## src/verilog/sswc_pkg.sv

```systemverilog
package sswc_pkg;
    localparam int          NSUP        = 4;
    localparam int          SECOND_BUCK = 1;
    // bus map
    localparam logic [7:0]  A_CTRL      = 8'h00;
    localparam logic [7:0]  A_STAT      = 8'h04;
    localparam logic [7:0]  A_WD_TMO    = 8'h08;
    localparam logic [7:0]  A_WD_KICK   = 8'h0c;
    localparam logic [7:0]  A_RTC_LO    = 8'h10;
    localparam logic [7:0]  A_RTC_HI    = 8'h14;
    localparam logic [7:0]  A_CMP_LO    = 8'h18;
    localparam logic [7:0]  A_CMP_HI    = 8'h1c;
    localparam logic [7:0]  A_SLOW_INC  = 8'h20;
    localparam logic [7:0]  A_SLP_CFG   = 8'h24;
    localparam int          DSM_BIT     = 7;
    localparam int          DSM_WORDS   = 32;
    // control bits
    localparam int          C_SLEEP     = 0;
    localparam int          C_WD_EN     = 1;
    localparam int          C_USB_EN    = 2;
    localparam int          C_SLOW_EN   = 3;
    localparam int          C_PIN_EN    = 4;
    localparam int          C_PIN_POL   = 5;
    localparam int          C_RTC_EN    = 6;
    localparam int          CTRL_W      = 7;
    localparam logic [6:0]  CTRL_RST    = 7'h00;
    // status bits
    localparam int          S_WDRST     = 4;
    localparam int          S_PEND      = 8;
    // reset values
    localparam logic [15:0] WD_TMO_RST  = 16'h03e8;
    localparam logic [31:0] SLOW_INC_RST = 32'h00000320;
    localparam int          CFG_W       = 2 * NSUP + 2;
    localparam logic [9:0]  SLP_CFG_RST = 10'h00f;
    // timing
    localparam int          CLK_NS      = 40;
    localparam int          MS_NS       = 1000000;
    localparam int          MS_CYC      = MS_NS / CLK_NS;
    localparam logic [4:0]  WD_RST_CYC  = 5'h10;
    // synchroniser order {slow, pin, ext_rst_n, pgood}
    localparam int          SYNC_W      = NSUP + 3;
    localparam logic [6:0]  SYNC_RST    = 7'h10;

    typedef enum logic [2:0] {
        ST_AWAKE  = 3'b000,
        ST_S_CLK  = 3'b001,
        ST_S_RST  = 3'b010,
        ST_S_SUP  = 3'b011,
        ST_ASLEEP = 3'b100,
        ST_W_SUP  = 3'b101,
        ST_W_RST  = 3'b110,
        ST_W_CLK  = 3'b111
    } sswc_state_t;

    typedef struct packed {
        logic            core_rst;
        logic            clk_mask;
        logic [NSUP-1:0] pulse_frequency_supply_mode;
        logic [NSUP-1:0] en;
    } sswc_pwr_t;
endpackage

```

## src/verilog/sswc_top.sv

```systemverilog
// Added by the designer: the placing of the registers and register access over APB.
`timescale 1ns/1ps
// Contract
// - hold chip reset after power-up until every supply is good
// - external active-low reset is optional and may float high
// - supply loss outside the wake wait for supplies forces reset until recovery, then cold restart
// - watchdog is 16-bit, millisecond ticks, timeout 1 ms to 65 s
// - watchdog and real-time counter never touch each other
// - software must re-set watchdog; expiry resets the chip
// - software can read whether last reset came from watchdog
// - watchdog counts only in the running state
// - deep sleep and running states joined by transition states
// - control write or usb standby entry starts the sleep sequence
// - usb standby exit, pin or timer event starts waking
// - wake stimuli act only asleep; ones arriving during the sleep steps are held
// - wake on pin edge, counter compare match, or usb wakeup
// - while awake the counter adds one per main clock
// - asleep the counter may add a programmed step per slow tick
// - deep sleep powers down supplies; running keeps all powered
// - 128 bytes of memory keep their contents across sleep
// - supply loss during a sleep transition or the wake reset and clock steps resets the chip
module sswc_top #(
    parameter int P_MS_CYC = sswc_pkg::MS_CYC
) (
    input  wire logic             pclk,
    input  wire logic             presetn,
    input  wire logic [7:0]       paddr,
    input  wire logic             psel,
    input  wire logic             penable,
    input  wire logic             pwrite,
    input  wire logic [31:0]      pwdata,
    input  wire logic [3:0]       pstrb,
    output logic      [31:0]      prdata,
    output logic                  pready,
    output logic                  pslverr,
    input  wire logic [sswc_pkg::NSUP-1:0] pgood,
    input  wire logic             ext_rst_n,
    input  wire logic             wake_pin,
    input  wire logic             slow_osc,
    input  wire logic             usb_standby_enter,
    input  wire logic             usb_standby_exit,
    output logic                  sys_rst_n,
    output sswc_pkg::sswc_pwr_t   pwr,
    output logic                  asleep
);
    localparam int PW = $clog2(P_MS_CYC + 1);

    sswc_pkg::sswc_state_t st_q;
    sswc_pkg::sswc_pwr_t   pwr_q;
    logic [sswc_pkg::SYNC_W-1:0] s1_q, s2_q, s3_q, cln_q;
    logic [sswc_pkg::CTRL_W-1:0] ctrl_q;
    logic [sswc_pkg::CFG_W-1:0]  cfg_q;
    logic [15:0]      wd_tmo_q, wd_cnt_q;
    logic [PW-1:0]    ms_q;
    logic [4:0]       rcnt_q;
    logic             wd_flag_q, sys_rst_n_q;
    logic [63:0]      rtc_q, cmp_q;
    logic [31:0]      inc_q, rd_d, prdata_q;
    logic             err_q, pin_p_q, slow_p_q;
    logic [2:0]       pend_q, ev;
    logic [31:0]      dsm_q [sswc_pkg::DSM_WORDS];
    logic             wr, rd, hit_dsm, map_ok, pg_ok, pg_all;
    logic             wd_fire, wd_run, ms_tick, sleep_req, sleeping;
    logic             pin_c, slow_c, slow_tick, ext_ok, wake_any;

    assign wr      = psel & penable & pwrite;
    assign rd      = psel & ~penable;
    assign hit_dsm = paddr[sswc_pkg::DSM_BIT];
    assign pready  = psel & penable;
    assign prdata  = prdata_q;
    assign pslverr = pready & err_q;

    // input synchroniser: a level moves only once stages two and three agree
    always_ff @(posedge pclk or negedge presetn) begin
        if (!presetn) begin
            s1_q  <= sswc_pkg::SYNC_RST;
            s2_q  <= sswc_pkg::SYNC_RST;
            s3_q  <= sswc_pkg::SYNC_RST;
            cln_q <= sswc_pkg::SYNC_RST;
        end else begin
            s1_q  <= {slow_osc, wake_pin, ext_rst_n, pgood};
            s2_q  <= s1_q;
            s3_q  <= s2_q;
            cln_q <= (s2_q & s3_q) | (cln_q & (s2_q | s3_q));
        end
    end

    assign ext_ok = cln_q[sswc_pkg::NSUP];
    assign pin_c  = cln_q[sswc_pkg::NSUP+1];
    assign slow_c = cln_q[sswc_pkg::NSUP+2];
    // a supply switched off for sleep is not watched
    assign pg_ok  = &(cln_q[sswc_pkg::NSUP-1:0] | ~pwr_q.en);
    assign pg_all = &cln_q[sswc_pkg::NSUP-1:0];

    // chip reset: power-on, brown-out, external and watchdog sources
    always_ff @(posedge pclk or negedge presetn) begin
        if (!presetn) begin
            sys_rst_n_q <= 1'b0;
            rcnt_q      <= 5'h00;
        end else begin
            if (wd_fire) begin
                rcnt_q <= sswc_pkg::WD_RST_CYC;
            end else if (rcnt_q != 5'h00) begin
                rcnt_q <= rcnt_q - 5'h01;
            end
            // the wait for supplies while waking is not a loss
            sys_rst_n_q <= (pg_ok | st_q == sswc_pkg::ST_W_SUP)
                & ext_ok & ~wd_fire & rcnt_q == 5'h00;
        end
    end
    assign sys_rst_n = sys_rst_n_q;

    // watchdog on its own millisecond prescaler, apart from the rtc
    assign wd_run  = ctrl_q[sswc_pkg::C_WD_EN] & sys_rst_n_q
        & st_q == sswc_pkg::ST_AWAKE;
    assign ms_tick = ms_q == PW'(P_MS_CYC - 1);
    assign wd_fire = wd_run & ms_tick & wd_cnt_q == 16'h0001;

    always_ff @(posedge pclk or negedge presetn) begin
        if (!presetn) begin
            ms_q     <= '0;
            wd_cnt_q <= sswc_pkg::WD_TMO_RST;
        end else if (wr & ~hit_dsm & paddr == sswc_pkg::A_WD_KICK
                     & st_q == sswc_pkg::ST_AWAKE) begin
            ms_q     <= '0;
            wd_cnt_q <= wd_tmo_q;
        end else if (wd_run) begin
            ms_q <= ms_tick ? '0 : ms_q + PW'(1);
            if (ms_tick) begin
                wd_cnt_q <= wd_fire ? wd_tmo_q : wd_cnt_q - 16'h0001;
            end
        end
    end

    // watchdog cause flag: set wins over the software clear
    always_ff @(posedge pclk or negedge presetn) begin
        if (!presetn) begin
            wd_flag_q <= 1'b0;
        end else if (wd_fire) begin
            wd_flag_q <= 1'b1;
        end else if (~pg_ok & st_q != sswc_pkg::ST_W_SUP | ~ext_ok) begin
            wd_flag_q <= 1'b0;
        end else if (wr & ~hit_dsm & paddr == sswc_pkg::A_STAT
                     & pwdata[sswc_pkg::S_WDRST]) begin
            wd_flag_q <= 1'b0;
        end
    end

    // real-time counter
    assign slow_tick = slow_c & ~slow_p_q;
    always_ff @(posedge pclk or negedge presetn) begin
        if (!presetn) begin
            rtc_q    <= 64'h0;
            slow_p_q <= 1'b0;
        end else begin
            slow_p_q <= slow_c;
            if (wr & ~hit_dsm & paddr == sswc_pkg::A_RTC_LO) begin
                rtc_q[31:0] <= pwdata;
            end else if (wr & ~hit_dsm & paddr == sswc_pkg::A_RTC_HI) begin
                rtc_q[63:32] <= pwdata;
            end else if (st_q == sswc_pkg::ST_ASLEEP
                         & ctrl_q[sswc_pkg::C_SLOW_EN]) begin
                if (slow_tick) begin
                    rtc_q <= rtc_q + {32'h0, inc_q};
                end
            end else begin
                rtc_q <= rtc_q + 64'h1;
            end
        end
    end

    // wake sources, held from the first sleep step until acted on
    // only the sleep steps and deep sleep hold events; wake steps drop them
    assign sleeping = st_q != sswc_pkg::ST_AWAKE & st_q[2] == 1'b0
        | st_q == sswc_pkg::ST_ASLEEP;
    assign ev[0] = ctrl_q[sswc_pkg::C_PIN_EN] & pin_c != pin_p_q
        & pin_c == ctrl_q[sswc_pkg::C_PIN_POL];
    assign ev[1] = ctrl_q[sswc_pkg::C_RTC_EN] & rtc_q >= cmp_q;
    assign ev[2] = ctrl_q[sswc_pkg::C_USB_EN] & usb_standby_exit;
    assign wake_any = |pend_q;

    always_ff @(posedge pclk or negedge presetn) begin
        if (!presetn) begin
            pend_q  <= 3'h0;
            pin_p_q <= 1'b0;
        end else begin
            pin_p_q <= pin_c;
            if (st_q == sswc_pkg::ST_ASLEEP & wake_any) begin
                pend_q <= 3'h0;
            end else if (sleeping) begin
                pend_q <= pend_q | ev;
            end else begin
                pend_q <= 3'h0;
            end
        end
    end

    // power mode sequencer; one supply, clock or reset change per step
    assign sleep_req = wr & ~hit_dsm & paddr == sswc_pkg::A_CTRL
        & pwdata[sswc_pkg::C_SLEEP]
        | ctrl_q[sswc_pkg::C_USB_EN] & usb_standby_enter;

    always_ff @(posedge pclk or negedge presetn) begin
        if (!presetn) begin
            st_q  <= sswc_pkg::ST_AWAKE;
            pwr_q <= '{default: '0, en: '1};
        end else if (~sys_rst_n_q) begin
            // cold restart brings back the running configuration
            st_q  <= sswc_pkg::ST_AWAKE;
            pwr_q <= '{default: '0, en: '1};
        end else begin
            case (st_q)
                sswc_pkg::ST_AWAKE: begin
                    if (sleep_req) begin
                        st_q <= sswc_pkg::ST_S_CLK;
                    end
                end
                sswc_pkg::ST_S_CLK: begin
                    pwr_q.clk_mask <= cfg_q[sswc_pkg::CFG_W-2];
                    st_q           <= sswc_pkg::ST_S_RST;
                end
                sswc_pkg::ST_S_RST: begin
                    pwr_q.core_rst <= cfg_q[sswc_pkg::CFG_W-1];
                    st_q           <= sswc_pkg::ST_S_SUP;
                end
                sswc_pkg::ST_S_SUP: begin
                    pwr_q.en <= cfg_q[sswc_pkg::NSUP-1:0];
                    pwr_q.pulse_frequency_supply_mode <=
                        cfg_q[2*sswc_pkg::NSUP-1:sswc_pkg::NSUP];
                    st_q <= sswc_pkg::ST_ASLEEP;
                end
                sswc_pkg::ST_ASLEEP: begin
                    if (wake_any) begin
                        pwr_q.en <= '1;
                        pwr_q.pulse_frequency_supply_mode <= '0;
                        st_q <= sswc_pkg::ST_W_SUP;
                    end
                end
                sswc_pkg::ST_W_SUP: begin
                    if (pg_all) begin
                        st_q <= sswc_pkg::ST_W_RST;
                    end
                end
                sswc_pkg::ST_W_RST: begin
                    pwr_q.core_rst <= 1'b0;
                    st_q           <= sswc_pkg::ST_W_CLK;
                end
                sswc_pkg::ST_W_CLK: begin
                    pwr_q.clk_mask <= 1'b0;
                    st_q           <= sswc_pkg::ST_AWAKE;
                end
                default: begin
                    st_q <= sswc_pkg::ST_AWAKE;
                end
            endcase
        end
    end
    assign pwr    = pwr_q;
    assign asleep = st_q == sswc_pkg::ST_ASLEEP;

    // software registers
    always_ff @(posedge pclk or negedge presetn) begin
        if (!presetn) begin
            ctrl_q   <= sswc_pkg::CTRL_RST;
            cfg_q    <= sswc_pkg::SLP_CFG_RST;
            wd_tmo_q <= sswc_pkg::WD_TMO_RST;
            cmp_q    <= 64'h0;
            inc_q    <= sswc_pkg::SLOW_INC_RST;
        end else if (wr & ~hit_dsm) begin
            case (paddr)
                sswc_pkg::A_CTRL: begin
                    // the sleep bit is a strobe and is never stored
                    ctrl_q <= {pwdata[sswc_pkg::CTRL_W-1:1], 1'b0};
                end
                sswc_pkg::A_SLP_CFG:  cfg_q <= pwdata[sswc_pkg::CFG_W-1:0];
                sswc_pkg::A_WD_TMO: begin
                    // zero would wrap and expire only after 65536 ms, so it counts as 1 ms
                    wd_tmo_q <= pwdata[15:0] == 16'h0 ? 16'h0001
                        : pwdata[15:0];
                end
                sswc_pkg::A_CMP_LO:   cmp_q[31:0]  <= pwdata;
                sswc_pkg::A_CMP_HI:   cmp_q[63:32] <= pwdata;
                sswc_pkg::A_SLOW_INC: inc_q        <= pwdata;
                default: begin
                end
            endcase
        end
    end

    // deep-sleep memory: no reset, content stays while powered
    always_ff @(posedge pclk) begin
        if (wr & hit_dsm) begin
            for (int b = 0; b < 4; b++) begin
                if (pstrb[b]) begin
                    dsm_q[paddr[6:2]][8*b +: 8] <= pwdata[8*b +: 8];
                end
            end
        end
    end

    always_comb begin
        rd_d   = 32'h0;
        map_ok = 1'b1;
        if (hit_dsm) begin
            rd_d = dsm_q[paddr[6:2]];
        end else begin
            case (paddr)
                sswc_pkg::A_CTRL:     rd_d = 32'(ctrl_q);
                sswc_pkg::A_STAT: begin
                    rd_d[2:0] = st_q;
                    rd_d[sswc_pkg::S_WDRST] = wd_flag_q;
                    rd_d[sswc_pkg::S_PEND +: 3] = pend_q;
                end
                sswc_pkg::A_WD_TMO:   rd_d = {16'h0, wd_tmo_q};
                sswc_pkg::A_WD_KICK:  rd_d = {16'h0, wd_cnt_q};
                sswc_pkg::A_RTC_LO:   rd_d = rtc_q[31:0];
                sswc_pkg::A_RTC_HI:   rd_d = rtc_q[63:32];
                sswc_pkg::A_CMP_LO:   rd_d = cmp_q[31:0];
                sswc_pkg::A_CMP_HI:   rd_d = cmp_q[63:32];
                sswc_pkg::A_SLOW_INC: rd_d = inc_q;
                sswc_pkg::A_SLP_CFG:  rd_d = 32'(cfg_q);
                default:              map_ok = 1'b0;
            endcase
        end
    end

    // read data and error are captured in the setup cycle
    always_ff @(posedge pclk or negedge presetn) begin
        if (!presetn) begin
            prdata_q <= 32'h0;
            err_q    <= 1'b0;
        end else if (rd) begin
            prdata_q <= pwrite ? 32'h0 : rd_d;
            err_q    <= ~map_ok;
        end
    end

    a_wd_stop: assert property (@(posedge pclk) disable iff (!presetn)
        st_q != sswc_pkg::ST_AWAKE |=> $stable(wd_cnt_q))
        else $error("watchdog moved outside running state");
    a_wd_fire_rst: assert property (@(posedge pclk) disable iff (!presetn)
        wd_fire |=> !sys_rst_n ##1 !sys_rst_n[*8])
        else $error("watchdog expiry did not hold reset");
    a_wd_flag: assert property (@(posedge pclk) disable iff (!presetn)
        wd_fire |=> wd_flag_q)
        else $error("watchdog cause flag not set");
    a_pg_rst: assert property (@(posedge pclk) disable iff (!presetn)
        !pg_ok && st_q != sswc_pkg::ST_W_SUP |=> !sys_rst_n)
        else $error("supply loss did not reset chip");
    a_sleep_go: assert property (@(posedge pclk) disable iff (!presetn)
        st_q == sswc_pkg::ST_AWAKE && sleep_req && sys_rst_n
        |=> st_q == sswc_pkg::ST_S_CLK ##1 st_q == sswc_pkg::ST_S_RST)
        else $error("sleep request not followed");
    a_seq_step: assert property (@(posedge pclk) disable iff (!presetn)
        st_q == sswc_pkg::ST_S_RST && sys_rst_n
        |=> st_q == sswc_pkg::ST_S_SUP && pwr.core_rst == cfg_q[9])
        else $error("sleep step skipped");
    a_rtc_awake: assert property (@(posedge pclk) disable iff (!presetn)
        st_q == sswc_pkg::ST_AWAKE && !wr |=> rtc_q == $past(rtc_q) + 64'h1)
        else $error("counter did not tick while awake");
    a_wake_go: assert property (@(posedge pclk) disable iff (!presetn)
        st_q == sswc_pkg::ST_ASLEEP && wake_any && sys_rst_n
        |=> st_q == sswc_pkg::ST_W_SUP && pend_q == 3'h0)
        else $error("held wake not acted on");
endmodule

```

## config.mk

```make
export PLATFORM = sky130hd
export DESIGN_NAME = sswc_top
export DESIGN_NICKNAME = d
export VERILOG_FILES = /design/src/verilog/sswc_pkg.sv /design/src/verilog/sswc_top.sv
export SDC_FILE = /design/constraint.sdc
export NUM_CORES = 2
export LEC_CHECK = 0
export ABC_AREA = 1
export BUFFER_PORTS_ARGS = -buffer_cell sky130_fd_sc_hd__buf_2
export CORE_UTILIZATION = 40
export DETAILED_ROUTE_END_ITERATION = 16
export HOLD_SLACK_MARGIN = 0.1
export PLACE_DENSITY = 0.65
export SLEW_MARGIN = 25
export SYNTH_ARGS = -nofsm -noshare
export SYNTH_HDL_FRONTEND = slang
export SYNTH_SLANG_ARGS = --single-unit
```

## constraint.sdc

```tcl
create_clock -name pclk -period 3.11 [get_ports pclk]
set_input_delay 0.4665 -clock pclk [delete_from_list [all_inputs] [get_ports pclk]]
set_output_delay 0.4665 -clock pclk [all_outputs]
set_load 0.02 [all_outputs]
```

* Word level (Yosys, flattened, before mapping)
Memory sizes are Yosys's and may differ from the RTL's.
Index checks and enable logic that the tools add are counted.
** Word-level totals
- Bits in registers :: 309
- Bits in writable memories :: 1024
- Bits of input ports :: 58
- Output and inout port bits :: 46
- Logic and storage cells :: 192
- Memories kept :: 1
** Memories
- dsm_q :: depth 32, bits a word 32, rd ports 1, clocked after Yosys merged registers in 0, wr ports 1, line sswc_top.sv:61 : logic [31:0] dsm_q [sswc_pkg::DSM_WORDS];
** Cells by class
- Add/subtract/negate cells :: 5
- $lt $le $gt $ge :: 1
- Eq/ne operators :: 30
- Multiplexer cells :: 52
- Bitwise operators :: 51
- Reductions and logical operators :: 25
** Operator list (count)
- 2-to-1 mux 32 bit :: 5
- case mux 21 bit (7 select lines) :: 1
- 2-to-1 mux 64 bit :: 2
- 2-to-1 mux 16 bit :: 5
- adder 64 x 1 -> 64 bit, second input constant :: 1
- adder 64 x 32 -> 64 bit :: 1
- greater-or-equal comparator 64 bit :: 1
- case mux 3 bit (9 select lines) :: 2
- 2-to-1 mux 15 bit :: 3
- equality test 8 x 5 -> 1 bit, second input constant :: 4
- bitwise AND 1 bit :: 31
- case mux 3 bit (10 select lines) :: 1
- case mux 3 bit (8 select lines) :: 1
- AND reduction 2 bit :: 10
- 2-to-1 mux 3 bit :: 6
- 2-to-1 mux 1 bit :: 17
- equality test 16 x 1 -> 1 bit, second input constant :: 1
- equality test 8 x 4 -> 1 bit, second input constant :: 2
- equality test 8 x 6 -> 1 bit, second input constant :: 2
- logical NOT 16 bit :: 1
- case mux 8 bit (2 select lines) :: 1
- subtractor 16 x 1 -> 16 bit, second input constant :: 1
- adder 15 x 1 -> 15 bit, second input constant :: 1
- equality test 15 bit, second input constant :: 1
- other kinds (34) :: 63

* Logic depth before layout (Yosys ltp)
- Depth after elaboration :: 9
- Depth in mapped cells :: 23
- Depth with buffers taken out :: 21

* Worst setup path before layout
Ideal clock, no wire load.
- Path type :: flip-flop to flip-flop
- Start :: register st_q[0]
- End :: register rtc_q[44]
- Setup time :: 0.117 ns
- Data arrival time :: 2.982 ns
- Data required time :: 2.993 ns
- Path slack :: 0.011 ns
- Cell stages (with the launch flop) :: 23
- Path buffers :: 2
- Clock period less this slack :: 3.099 ns
- Cells stage by stage :: dfrtp_1 -> inv_1 -> ha_1 -> ha_1 -> clkbuf_1 -> nand2_1 -> clkbuf_1 -> nor2_1 -> fa_1 -> nand3_1 -> nand3_1 -> nand2_1 -> nand2_1 -> nand2_1 -> nand2_1 -> nand2_1 -> nand2_1 -> nand2_1 -> nand2_1 -> nand2_1 -> nand3_1 -> nand2_1 -> nand2_1
** Between the ends
- Longest elaborated chain between the ends :: 4
- Elaborated cells on any way between the ends :: 6
- Those cells by class :: eq/ne (2); mux (2); bitwise (1); reduce/logical (1)
** Ends and longest elaborated chain
- start, declared :: line sswc_top.sv:48 : sswc_pkg::sswc_state_t st_q;
- start signal, assigned :: line sswc_top.sv:205 : st_q <= sswc_pkg::ST_AWAKE;
- start signal, assigned :: line sswc_top.sv:209 : st_q <= sswc_pkg::ST_AWAKE;
- start signal, assigned :: line sswc_top.sv:215 : st_q <= sswc_pkg::ST_S_CLK;
- equality test 3 bit *
- named net asleep :: line sswc_top.sv:44 : output logic asleep
- bitwise AND 1 bit * :: line sswc_top.sv:162 : & ctrl_q[sswc_pkg::C_SLOW_EN]) begin
- != test 3 bit (no line) or 2-to-1 mux 64 bit (tied branches)
- AND reduction 2 bit (no line) or 2-to-1 mux 32 bit (tied branches)
- end signal, assigned :: line sswc_top.sv:160 : rtc_q[63:32] <= pwdata;
- end signal, assigned :: line sswc_top.sv:164 : rtc_q <= rtc_q + {32'h0, inc_q};
- end signal, assigned :: line sswc_top.sv:167 : rtc_q <= rtc_q + 64'h1;
- end, declared :: line sswc_top.sv:57 : logic [63:0] rtc_q, cmp_q;
Mark *: on every way through the listed nets, which the timed path passes. The rest lies on a longest branch.
A chain may end at the register's enable or synchronous reset.

* Worst setup path after layout
- Start :: register st_q[1]
- End :: register rtc_q[26]
** Between the ends
- Longest elaborated chain between the ends :: 5
- Elaborated cells on any way between the ends :: 7
- Those cells by class :: eq/ne (2); mux (3); bitwise (1); reduce/logical (1)
** Ends and longest elaborated chain
- equality test 3 bit * :: line sswc_top.sv:161 : end else if (st_q == sswc_pkg::ST_ASLEEP
- bitwise AND 1 bit * :: line sswc_top.sv:162
- 2-to-1 mux 64 bit :: line sswc_top.sv:161
- 2-to-1 mux 32 bit :: line sswc_top.sv:159 : end else if (wr & ~hit_dsm & paddr == sswc_pkg::A_RTC_HI) begin
- 2-to-1 mux 32 bit :: line sswc_top.sv:157 : if (wr & ~hit_dsm & paddr == sswc_pkg::A_RTC_LO) begin
- end signal, assigned :: line sswc_top.sv:158 : rtc_q[31:0] <= pwdata;
- end signal, assigned :: line sswc_top.sv:164
- end signal, assigned :: line sswc_top.sv:167
Every way passes the cells marked *; elsewhere a longest branch is shown, timed or not. The select of a mux whose other input is x is not followed.

==> run metrics <==
outcome=complete, no violations; count of flip-flops with a built-in enable after synthesis=1024; wire length of the first global-routing pass=272 mm; Pre-antenna DRT Iters=6; worst setup skew after layout=48.5 ps; share of power burned in registers=50.7%; clock slew at the register clock pins of the worst setup and hold paths=60 ps; count of buffer and inverter cells on the critical path=4; Final HPWL DP=131 mm; # DRC=0; die boundary height=380 um; Syn Nets=5258; predominant post-synthesis flop cell=edfxtp_1; routed wire length=186 mm; commonest non-fill, non-tap cells in the layout=edfxtp_1, nand2_1, o22ai_1, o21ai_0, inv_1; cell-internal power=29.5 mW; Yosys cell types=48; Critical Path Most Common Cell=nand2_1; drt via density=5.77; GRT Overall Usage=25.2%; setup TNS=0 ps; clock network power share=42.1%; CP required=3750 ps; largest net degree at the start of global routing=65; max frequency=331 MHz; Area growth, synth to finish=19.2%; crit share post-route=97.0%; number of DRC violations after detailed-routing iteration 0=5528; Critical Path Max Stage Delay=410 ps; Net count, final=5759; share of the core filled with cells in the final layout=48.1%; crit path kind=reg2reg; Std-Cell Core Area=0.142 mm2; worst skew pair latency=800 ps; number of global-route vias before repair=41729; total vias in the final route=43814; net switching component of the power=9.28 mW; count of clock tree sinks=1333; port buffer count=103; diode count=0; worst slew slack as a fraction of its limit=26.0%; final-report setup violation count=0; cell area after technology mapping=0.0572 mm2; most common cell after layout, fill and taps aside=edfxtp_1; async set-reset flop share out of synthesis=23.2%; post-detailed-route count of antenna-violating nets=0; highest net fanout along the worst path=12; Setup Slack @ Placement=-166 ps; final routed wire length divided by cell count=24.5 um; number of slew-limit violations in the final report=0; time the final worst path needs with I/O delays and setup=3020 ps; std cell rows=138; DIE AREA=0.144 mm2; initial antenna violation count=8; kind of end point of the critical path=flop; number of I/O pins=104; clock buffers created by TritonCTS=137; gpl congestion=1.04; type of origin of the critical path=flop; Logic pwr share=7.2%; Congestion Overflow GR=0; Post-Syn Area per Cell=11.2 um2; pwr/cell area=569 mW/mm2; Clock Path Buffers=3; Root Driver=clkbuf_16; transition time at the pin with the least slew margin=1110 ps; Final Hold Fails=0; standby leakage power=25.9 nW; CTS tree=built; chain of cells forming the critical path=inv_2 -> ha_4 -> ha_4 -> nand2_8 -> clkbuf_16 -> nor2_2 -> ha_1 -> buf_4 -> nand2_1 -> nand2_1 -> nand2_1 -> nand2_1 -> nand2_1 -> nand3_2 -> nand2_1 -> nand3b_1 -> buf_4 -> xor2_1 -> nand2_1 -> o211ai_1; synthesis-stage register bit count=1333; VDD IR-drop max=0.000493 V; floorplan die width=380 um; type of the most critical hold path=in2reg; post-layout worst setup margin=93.0 ps; fraction of the yosys area taken by sequential cells=67.4%; initial core utilization=40.3%; switching share of total power=24.0%; max-cap violation count=0; slowest cell on the critical path=dfrtp_1; critical path data arrival time=3650 ps; Top Family by Delay on Critical Path=simple AND/OR/NAND/NOR gates; fraction of layout cells with a size suffix above 1=16.2%; H-tree levels=4; post-layout power=38.8 mW; Syn. warnings=0; Post-Synthesis Cells=5092; RSZ-0062 raised after global routing=yes
==> cells by family after synthesis <==
kind of cell / after synthesis / synth area share [%]
AOI/OAI and AO/OA: 1299 / 13.0
xor gates and xnor gates: 39 / 0.597
adders and majority gates: 115 / 2.50
buffers and inverters: 687 / 4.75
DFF: 1333 / 67.4
and+or+nand+nor: 1619 / 11.8
==> power groups by stage <==
stage | Clock [mW] | Combinational (mW) | Sequential [mW]
3_3_place_gp | 0 | 2.65 | 20.0
5_1_grt | 17.2 | 3.01 | 19.7
4_1_cts | 16.5 | 2.73 | 19.6
3_5_place_dp | 0 | 2.69 | 20.0
6_report | 16.3 | 2.80 | 19.6
2_1_floorplan | 0 | 1.23 | 20.0
==> final timing paths <==
| kind | cells past startpoint | slack, ps | start | endpoint |
|---|---|---|---|---|
| worst max-delay path | 20 | 90 | st_q[1]$_DFFE_PN0P_ | rtc_q[26]$_DFFE_PN0P_ |
| worst min-delay path | 1 | 150 | pwdata[15] | dsm_q[10][15]$_DFFE_PP_ |
| worst max register to register | 20 | 90 | st_q[1]$_DFFE_PN0P_ | rtc_q[26]$_DFFE_PN0P_ |
| worst min register to register | 0 | 340 | s1_q[0]$_DFF_PN0_ | s2_q[0]$_DFF_PN0_ |
| max in group asynchronous | 4 | 1970 | presetn | wd_tmo_q[8]$_DFFE_PN1P_ |
| min in group asynchronous | 2 | 210 | presetn | rtc_q[59]$_DFFE_PN0P_ |
==> what timing repair did <==
action | 4_1_cts | 5_1_grt
resized for setup | 14 | 82
gates cloned | 0 | 1
setup endpoints to repair | 44 | 44
hold buffers | 19 | 0
buffers inserted | 0 | 8
endpoints found under the hold margin | 197 | 0
pin swaps | 0 | 14
==> final cells by class <==
class / count / area, um2
multi-input combinational: 3072 / 16300
inverter: 453 / 1710
timing repair buffer: 596 / 4820
fill: 12716 / 73600
clock buffer: 181 / 3690
sequential: 1333 / 38500
clock inverter: 67 / 744
tap: 1890 / 2360
==> metal layers <==
layer	vias up	share of wire, %	track usage [%]
met5	-	0.10	0.496
met4	16	3.2	8.43
met3	355	10	4.98
met2	2471	46	39.3
met1	21571	41	35.2
li1	19401	-	-
==> flip-flops by register name, summed over array words and instances, names as in the netlist, 10 cells and up <==
register  count
dsm_q      1024
cmp_q        64
rtc_q        64
inc_q        32
prdata       32
wd_cnt_q     16
wd_tmo_q     16
ms_q         15
cfg_q        10
pwr          10
==> synth_stat cells (all sizes together) (27+ instances only) <==
master     n  area, um2
a21oi    124        621
buf      106        536
clkbuf   128        480
dfrtp    282       7060
dfstp     27        709
edfxtp  1024      30700
ha       107       1340
inv      450       1690
nand2    912       3440
nand3    154        771
nand4    100        626
nor2     381       1480
nor3      49        260
o21ai    506       2530
o22ai    590       3690
==> per-stage QoR <==
stage	instances	hold WS, ps	area (um2)
2_1_floorplan	5092	171	57200
3_3_place_gp	7316	337	63200
3_5_place_dp	7316	336	63200
4_1_cts	7583	105	67800
5_1_grt	7592	127	68200
6_report	7592	148	68200
Power figures use the tool's default switching activity.
